### config.mk
export PLATFORM = sky130hd
export DESIGN_NAME = ckirq_top
export DESIGN_NICKNAME = d
export VERILOG_FILES = /design/src/ckirq_pkg.sv /design/src/ckirq_measure_timer.sv /design/src/ckirq_top.sv
export SDC_FILE = /design/constraint.sdc
export NUM_CORES = 1
export LEC_CHECK = 0
export BUFFER_PORTS_ARGS = -buffer_cell sky130_fd_sc_hd__buf_2
export CORE_ASPECT_RATIO = 1.1
export CORE_MARGIN = 5
export CORE_UTILIZATION = 37
export DETAILED_ROUTE_END_ITERATION = 6
export HOLD_SLACK_MARGIN = 0.08
export PLACE_DENSITY_LB_ADDON = 0.25
export SYNTH_ARGS = -nofsm -noshare
export SYNTH_HDL_FRONTEND = slang
export SYNTH_SLANG_ARGS = --single-unit
### constraint.sdc
create_clock -name i_clk -period 4.2 [get_ports i_clk]
set_input_delay 0.84 -clock i_clk [delete_from_list [all_inputs] [get_ports i_clk]]
set_output_delay 0.84 -clock i_clk [all_outputs]
set_load 0.01 [all_outputs]
### src/ckirq_pkg.sv
// constants for the ID-pin interrupt block: register map, field layout, timing
// assumes one 10 MHz clock shared by the register port and the event logic
// How it works
// RL1: id going open raises alt_int when the open-rise enable is set.
// RL2: id leaving open raises alt_int when the open-fall enable is set.
// RL3: link turns on the id pull-up before trusting open detection.
// RL4: unimplemented kit detect and plus-line bits read zero, writes ignored.
// RL5: measurement done raises alt_int when the done-interrupt enable is set.
// RL6: done-interrupt enable is local bit 5 OR the vendor register enable.
// RL7: enable register: 1dh writes, 1eh sets, 1fh clears; all three read it.
// RL8: reserved bits read zero; all implemented bits reset to zero.
// RL9: status bit 0 shows live id open state, gated by the pull-up.
// RL10: status bits 5:3 show the measured resistance code.
// RL11: status bit 6 sets when a 282 us measurement finishes.
// RL12: done flag clears only on a vendor-register read of the code.
// RL13: status register at 20h is read only, writes do nothing.
// RL14: latch bit 0 sets on an id change whose direction is enabled.
// RL15: latch bit 3 sets on done rising while done interrupt is enabled.
// RL16: latch register at 21h is read only and clears on read.
// RL17: link starts measurement via vendor go bit; it self-clears on completion.
// RL18: an event landing in a latch read cycle stays latched for next read.
package ckirq_pkg;
    localparam logic [5:0] CKIRQ_ADDR_EN_WR  = 6'h1d;
    localparam logic [5:0] CKIRQ_ADDR_EN_SET = 6'h1e;
    localparam logic [5:0] CKIRQ_ADDR_EN_CLR = 6'h1f;
    localparam logic [5:0] CKIRQ_ADDR_STATUS = 6'h20;
    localparam logic [5:0] CKIRQ_ADDR_LATCH  = 6'h21;

    localparam logic [7:0] CKIRQ_EN_MASK    = 8'h23;
    localparam logic [7:0] CKIRQ_RESET_BYTE = 8'h00;

    localparam int CKIRQ_EN_RISE_BIT = 0;
    localparam int CKIRQ_EN_FALL_BIT = 1;
    localparam int CKIRQ_EN_DONE_BIT = 5;
    localparam int CKIRQ_ST_OPEN_BIT = 0;
    localparam int CKIRQ_ST_CODE_LO  = 3;
    localparam int CKIRQ_ST_DONE_BIT = 6;
    localparam int CKIRQ_LT_ID_BIT   = 0;
    localparam int CKIRQ_LT_DONE_BIT = 3;

    localparam int CKIRQ_CLK_KHZ       = 10000;
    localparam int CKIRQ_MEASURE_US    = 282;
    localparam int CKIRQ_MEASURE_CYCLES = (CKIRQ_MEASURE_US * CKIRQ_CLK_KHZ + 999) / 1000;
    localparam int CKIRQ_CNT_W         = 12;
endpackage

### src/ckirq_measure_timer.sv
// resistance measurement timer: runs the fixed conversion time and samples the code
// assumes i_code is already synchronised and settled by the end of the conversion
`timescale 1ns/100ps
module ckirq_measure_timer (
    // clock and reset
    input  wire logic       i_clk,
    input  wire logic       i_rst_n,
    // control
    input  wire logic       i_start,
    input  wire logic [2:0] i_code,
    // result
    output logic            o_busy,
    output logic            o_finish,
    output logic [2:0]      o_code
);
    logic [ckirq_pkg::CKIRQ_CNT_W-1:0] cnt_reg, cnt_next;
    logic                              busy_reg, busy_next;
    logic                              finish_reg, finish_next;
    logic [2:0]                        code_reg, code_next;

    localparam logic [ckirq_pkg::CKIRQ_CNT_W-1:0] LAST =
        ckirq_pkg::CKIRQ_CNT_W'(ckirq_pkg::CKIRQ_MEASURE_CYCLES - 1);

    always_comb begin
        cnt_next    = cnt_reg;
        busy_next   = busy_reg;
        finish_next = 1'b0;
        code_next   = code_reg;
        if (busy_reg) begin
            if (cnt_reg == LAST) begin
                busy_next   = 1'b0; // RL17
                finish_next = 1'b1; // RL11
                code_next   = i_code;
            end else begin
                cnt_next = cnt_reg + 1'b1;
            end
        end else if (i_start) begin
            // a start while busy is ignored; restart would hide the pending result
            busy_next = 1'b1;
            cnt_next  = '0;
        end
    end

    always_ff @(posedge i_clk) begin
        if (!i_rst_n) begin
            cnt_reg    <= '0;
            busy_reg   <= 1'b0;
            finish_reg <= 1'b0;
            code_reg   <= 3'h0;
        end else begin
            cnt_reg    <= cnt_next;
            busy_reg   <= busy_next;
            finish_reg <= finish_next;
            code_reg   <= code_next;
        end
    end

    assign o_busy   = busy_reg;
    assign o_finish = finish_reg;
    assign o_code   = code_reg;
endmodule

### src/ckirq_top.sv
// id-pin interrupt block: enable, status and latch registers plus alt_int flag
// assumes register port strobes are one-cycle pulses in this clock domain
`timescale 1ns/100ps
module ckirq_top (
    // clock and reset
    input  wire logic       i_clk,
    input  wire logic       i_rst_n,
    // register port
    input  wire logic       i_reg_wr,
    input  wire logic       i_reg_rd,
    input  wire logic [5:0] i_reg_addr,
    input  wire logic [7:0] i_reg_wdata,
    output logic [7:0]      o_reg_rdata,
    // id pin and otg control
    input  wire logic       i_id_open_pin,
    input  wire logic       i_id_line_pullup_on,
    // vendor conversion register hooks
    input  wire logic       i_resistance_measure_go,
    input  wire logic       i_vendor_irq_enable,
    input  wire logic       i_vendor_code_read,
    input  wire logic [2:0] i_resistance_code_raw,
    output logic            o_resistance_measure_busy,
    output logic            o_resistance_measure_done,
    output logic [2:0]      o_resistance_code,
    // rxcmd
    output logic            o_alt_int
);
    logic [1:0] id_sync_reg;
    logic [2:0] code_sync0_reg, code_sync1_reg;
    logic       id_open_prev_reg, id_open_prev_next;
    logic [7:0] enable_reg, enable_next;
    logic       done_reg, done_next;
    logic       done_prev_reg, done_prev_next;
    logic       latch_id_reg, latch_id_next;
    logic       latch_done_reg, latch_done_next;
    logic [7:0] rdata_reg, rdata_next;
    logic       alt_int_reg, alt_int_next;
    logic       busy_reg;
    logic [2:0] code_reg;

    logic       timer_busy, timer_finish;
    logic [2:0] timer_code;
    logic       id_open_state;
    logic       id_rise_ev, id_fall_ev, id_ev, done_ev, done_irq_on;
    logic [7:0] status_byte, latch_byte;

    ckirq_measure_timer u_timer (
        .i_clk    (i_clk),
        .i_rst_n  (i_rst_n),
        .i_start  (i_resistance_measure_go),
        .i_code   (code_sync1_reg),
        .o_busy   (timer_busy),
        .o_finish (timer_finish),
        .o_code   (timer_code)
    );

    // pin and analog code come from outside the clock domain
    always_ff @(posedge i_clk) begin
        if (!i_rst_n) begin
            id_sync_reg    <= 2'h0;
            code_sync0_reg <= 3'h0;
            code_sync1_reg <= 3'h0;
        end else begin
            id_sync_reg    <= {id_sync_reg[0], i_id_open_pin};
            code_sync0_reg <= i_resistance_code_raw;
            code_sync1_reg <= code_sync0_reg;
        end
    end

    // open detection is meaningless without the pull-up, so gate it here
    assign id_open_state = id_sync_reg[1] & i_id_line_pullup_on; // RL9 RL3
    assign id_rise_ev = id_open_state & ~id_open_prev_reg;
    assign id_fall_ev = ~id_open_state & id_open_prev_reg;
    assign id_ev = (id_rise_ev & enable_reg[ckirq_pkg::CKIRQ_EN_RISE_BIT])   // RL1 RL14
                 | (id_fall_ev & enable_reg[ckirq_pkg::CKIRQ_EN_FALL_BIT]);  // RL2 RL14
    assign done_irq_on = enable_reg[ckirq_pkg::CKIRQ_EN_DONE_BIT] | i_vendor_irq_enable; // RL6
    assign done_ev = done_irq_on & done_reg & ~done_prev_reg; // RL5 RL15

    always_comb begin
        status_byte = ckirq_pkg::CKIRQ_RESET_BYTE; // RL4 RL8
        status_byte[ckirq_pkg::CKIRQ_ST_OPEN_BIT] = id_open_state;
        status_byte[ckirq_pkg::CKIRQ_ST_CODE_LO +: 3] = code_reg; // RL10
        status_byte[ckirq_pkg::CKIRQ_ST_DONE_BIT] = done_reg;
        latch_byte = ckirq_pkg::CKIRQ_RESET_BYTE; // RL4 RL8
        latch_byte[ckirq_pkg::CKIRQ_LT_ID_BIT]   = latch_id_reg;
        latch_byte[ckirq_pkg::CKIRQ_LT_DONE_BIT] = latch_done_reg;
    end

    always_comb begin
        enable_next       = enable_reg;
        id_open_prev_next = id_open_state;
        done_prev_next    = done_reg;
        // finish wins over a same-cycle vendor read
        done_next = timer_finish | (done_reg & ~i_vendor_code_read); // RL11 RL12
        latch_id_next   = latch_id_reg;
        latch_done_next = latch_done_reg;
        rdata_next      = rdata_reg;
        if (i_reg_wr) begin
            case (i_reg_addr)
                ckirq_pkg::CKIRQ_ADDR_EN_WR: begin
                    enable_next = i_reg_wdata & ckirq_pkg::CKIRQ_EN_MASK; // RL7 RL4
                end
                ckirq_pkg::CKIRQ_ADDR_EN_SET: begin
                    enable_next = enable_reg | (i_reg_wdata & ckirq_pkg::CKIRQ_EN_MASK); // RL7
                end
                ckirq_pkg::CKIRQ_ADDR_EN_CLR: begin
                    enable_next = enable_reg & ~i_reg_wdata; // RL7
                end
                default: begin
                    // status and latch ignore writes
                    enable_next = enable_reg; // RL13 RL16
                end
            endcase
        end
        if (i_reg_rd) begin
            case (i_reg_addr)
                ckirq_pkg::CKIRQ_ADDR_EN_WR,
                ckirq_pkg::CKIRQ_ADDR_EN_SET,
                ckirq_pkg::CKIRQ_ADDR_EN_CLR: begin
                    rdata_next = enable_reg; // RL7
                end
                ckirq_pkg::CKIRQ_ADDR_STATUS: begin
                    rdata_next = status_byte; // RL12
                end
                ckirq_pkg::CKIRQ_ADDR_LATCH: begin
                    rdata_next      = latch_byte;
                    latch_id_next   = 1'b0; // RL16
                    latch_done_next = 1'b0; // RL16
                end
                default: begin
                    rdata_next = ckirq_pkg::CKIRQ_RESET_BYTE;
                end
            endcase
        end
        // applied after the read clear so a colliding event survives
        if (id_ev) begin
            latch_id_next = 1'b1; // RL14 RL18
        end
        if (done_ev) begin
            latch_done_next = 1'b1; // RL15 RL18
        end
        alt_int_next = id_ev | done_ev; // RL1 RL2 RL5
    end

    always_ff @(posedge i_clk) begin
        if (!i_rst_n) begin
            enable_reg       <= ckirq_pkg::CKIRQ_RESET_BYTE; // RL8
            id_open_prev_reg <= 1'b0;
            done_reg         <= 1'b0;
            done_prev_reg    <= 1'b0;
            latch_id_reg     <= 1'b0;
            latch_done_reg   <= 1'b0;
            rdata_reg        <= ckirq_pkg::CKIRQ_RESET_BYTE;
            alt_int_reg      <= 1'b0;
            busy_reg         <= 1'b0;
            code_reg         <= 3'h0;
        end else begin
            enable_reg       <= enable_next;
            id_open_prev_reg <= id_open_prev_next;
            done_reg         <= done_next;
            done_prev_reg    <= done_prev_next;
            latch_id_reg     <= latch_id_next;
            latch_done_reg   <= latch_done_next;
            rdata_reg        <= rdata_next;
            alt_int_reg      <= alt_int_next;
            busy_reg         <= timer_busy; // RL17
            code_reg         <= timer_code;
        end
    end

    assign o_reg_rdata               = rdata_reg;
    assign o_alt_int                 = alt_int_reg;
    assign o_resistance_measure_busy = busy_reg;
    assign o_resistance_measure_done = done_reg;
    assign o_resistance_code         = code_reg;
endmodule

==> impl_results.md <==
* Area growth syn-to-layout at 17.8%
* Setup violators final at 0
* Syn Area/Cell at 9.38 µm²
* RR Endpoint: u_timer.o_code[1]$_SDFFE_PN0P_
* Ys Warns at 0
* Initial antenna violation count at 0
* GRT Total Usage at 0.133
* HP Class: reg2reg
* IO Pins at 40
* Final-stage net count at 286
* Hold Startpoint: code_sync0_reg[2]$_SDFF_PN0_
* Die H at 88.5 µm
* Pre-Repair DR Iteration Count at 4
* Relative slew slack at 0.610
* Largest register FFs at 12
* Pin count of the biggest net entering global routing at 41
* GPL Wtd Cong at 0.786
* Worst Skew at 7.71 ps
* Pwr dens at 369 mW/mm²
* Leak at 0.000930 µW
* Drt total wl at 4.34 mm
* Clock-pin slew on the worst setup and hold paths at 90 ps
* Share of flip-flops with an asynchronous set or reset at 0
* Core area at 0.00543 mm²
* Worst vdd ir at 152 µV
* Clk sinks at 51
* Hold-critical path depth at 1
* Detailed-route via count at 1632
* Row cnt at 28
* CTS Buf Count at 5
* Clk_lat worst skew at 300 ps
* H-tree Lvls at 2
* Max-cap viol count at 0
* Worst Setup SP: i_rst_n
* Hpwl dp at 3.07 mm
* CTS tree: done
* Drt first-iter violations at 118
* Worst reg-to-reg path cell count at 5
* Die area at 0.00720 mm²
* CP Data Required Time at 4420 ps
* Via/cell ratio at 4.87
* Final Slew Violations at 0
* Drc violations at 0
* Smallest hold slack at 438 ps
* Number of global-route vias before repair at 1581
* Routed Antenna Nets at 0
* Crit. End Element: register
* Hold Fails Final Rpt at 0
* Main synth FF type: dfxtp_1
* PostCTS Resize Cnt at 0
* RSZ-0062 raised after global routing: no
* Hold Crit Endpoint: code_sync1_reg[2]$_SDFF_PN0_
* Die width at 81.4 µm
* Post-Layout Cell Count at 335
* Netlist Area Pre-Place at 0.00207 mm²
* Flop2flop setup slack at 2520 ps
* Grt total ovfl at 0
* First-pass GRT wire length at 7.42 mm
* Layout cell share with drive strength beyond 1 at 0.215
* Post-CTS setup repair buffer count at 0
* Worst r2r src: u_timer.cnt_reg[0]$_SDFFE_PN0P_
* CP Launch Type: primary input
* Initial Util at 0.382
* Crit path max fanout at 40
* Worst slew pin tran at 585 ps
* Kind of critical path: in2reg
* Mapped Cells at 221
* Antenna diodes at 0
* Arr. time, crit path at 2050 ps
* Port Buf Inserts at 39
* Post-layout util at 0.450
* Clock root buffer: clkbuf_8
* Min cycle time layout at 1840 ps
* Tcrit/Tclk final at 0.437
* Fmax at 0.545 GHz
* Synth cell types at 47
* Drt wl/cell at 12.9 µm
* Status: finished, final reports clean
* Seq cells post-synth at 51
* Clock tree buffer depth at 2
* Post-synth EDFFs at 0
* Final setup TNS at 0 ps
* Post-synthesis sequential area ratio at 0.492
* Inst Count DP at 327
* Post-CTS Hold Buffers at 0
* Syn Nets at 248
[Yosys cell counts (2+ instances only)]
library cell | instances | area [µm²]
nor2b_1 | 6 | 37.5
a22oi_1 | 3 | 22.5
nor3b_1 | 4 | 30.0
xnor2_1 | 5 | 43.8
clkbuf_1 | 4 | 15.0
nor3_1 | 8 | 40.0
nand4b_1 | 2 | 17.5
and3_1 | 8 | 50.1
and2_1 | 14 | 87.6
o21ai_0 | 12 | 60.1
nor4_2 | 2 | 25.0
nand2_1 | 16 | 60.1
buf_2 | 2 | 10.0
a21boi_0 | 4 | 30.0
xor2_1 | 2 | 17.5
nand2b_1 | 3 | 18.8
a21oi_1 | 10 | 50.1
dfxtp_1 | 51 | 1020
a31oi_1 | 3 | 18.8
mux2i_1 | 3 | 30.0
inv_1 | 5 | 18.8
nand3_1 | 13 | 65.1
o31ai_1 | 4 | 30.0
o211ai_1 | 2 | 15.0
nor2_1 | 13 | 48.8
[layout make-up]
| cell class | count | area (µm²) |
|---|---|---|
| clock inverters | 2 | 38.8 |
| repair buffers | 39 | 195 |
| well taps | 75 | 93.8 |
| fillers | 572 | 2990 |
| flip-flops and latches | 51 | 1020 |
| inverters | 6 | 22.5 |
| multi-input cells | 156 | 988 |
| clock buffers | 6 | 82.6 |
[cell families (layout without fill, tap and decap cells)]
group	count (synthesis)	in the layout	synth area share
AND/OR/NAND/NOR	100	100	0.283
flip-flops	51	51	0.492
AO/OA/AOI/OAI	44	44	0.138
buffers and inverters	14	53	0.0308
XOR/XNOR	7	7	0.0296
multiplexers	4	4	0.0199
adder cells (fa/ha/maj)	1	1	0.00603
[report_power, final]
part / internal, µW / switching (µW)
Combinational: 19.2 / 27.7
Sequential: 491 / 5.06
Clock: 196 / 162
[worst max path at each step]
stage	endpoint	slack [ps]
final	u_timer.cnt_reg[0]$_SDFFE_PN0P_	2360
after global routing	u_timer.cnt_reg[0]$_SDFFE_PN0P_	2160
after CTS	u_timer.cnt_reg[0]$_SDFFE_PN0P_	2350
after detailed placement	u_timer.cnt_reg[0]$_SDFFE_PN0P_	2020
after global placement	u_timer.cnt_reg[0]$_SDFFE_PN0P_	2060
after floorplan	o_reg_rdata[4]$_SDFFE_PN0P_	2410
[worst max-delay path, cell delays in order]
cell	delay, ps
buf_2	460
clkinv_1	440
o31ai_1	300
[routing by layer]
metal	part of all wire	GRT usage
met1	0.51	0.182
met2	0.43	0.202
met3	0.059	0.0336
met4	0.0095	0.0445
met5	0	0
[through the flow]
step	cell area (µm²)	total power [µW]	setup slack, ps
final	2440	900	2360
after global routing	2440	942	2160
after CTS	2440	913	2350
after detailed placement	2320	554	2020
after global placement	2320	554	2060
after floorplan	2070	532	2410
[cell usage in the layout (no fill, tap or decap), drive strengths merged, types with 2 or more instances in the layout]
cell | netlist | final
nor2b | 6 | 6
inv | 5 | 6
nand3 | 14 | 14
nand2b | 3 | 3
nor4 | 3 | 3
buf | 3 | 39
a21boi | 4 | 4
dfxtp | 51 | 51
nor3b | 4 | 4
o21ai | 13 | 13
and2 | 14 | 14
mux2i | 3 | 3
xnor2 | 5 | 5
nand2 | 16 | 16
nand4b | 2 | 2
a22oi | 3 | 3
clkbuf | 5 | 6
o31ai | 4 | 4
nor2 | 14 | 14
a21oi | 10 | 10
and3 | 8 | 8
xor2 | 2 | 2
o211ai | 3 | 3
a31oi | 3 | 3
nor3 | 9 | 9
Power figures use the tool's default switching activity.
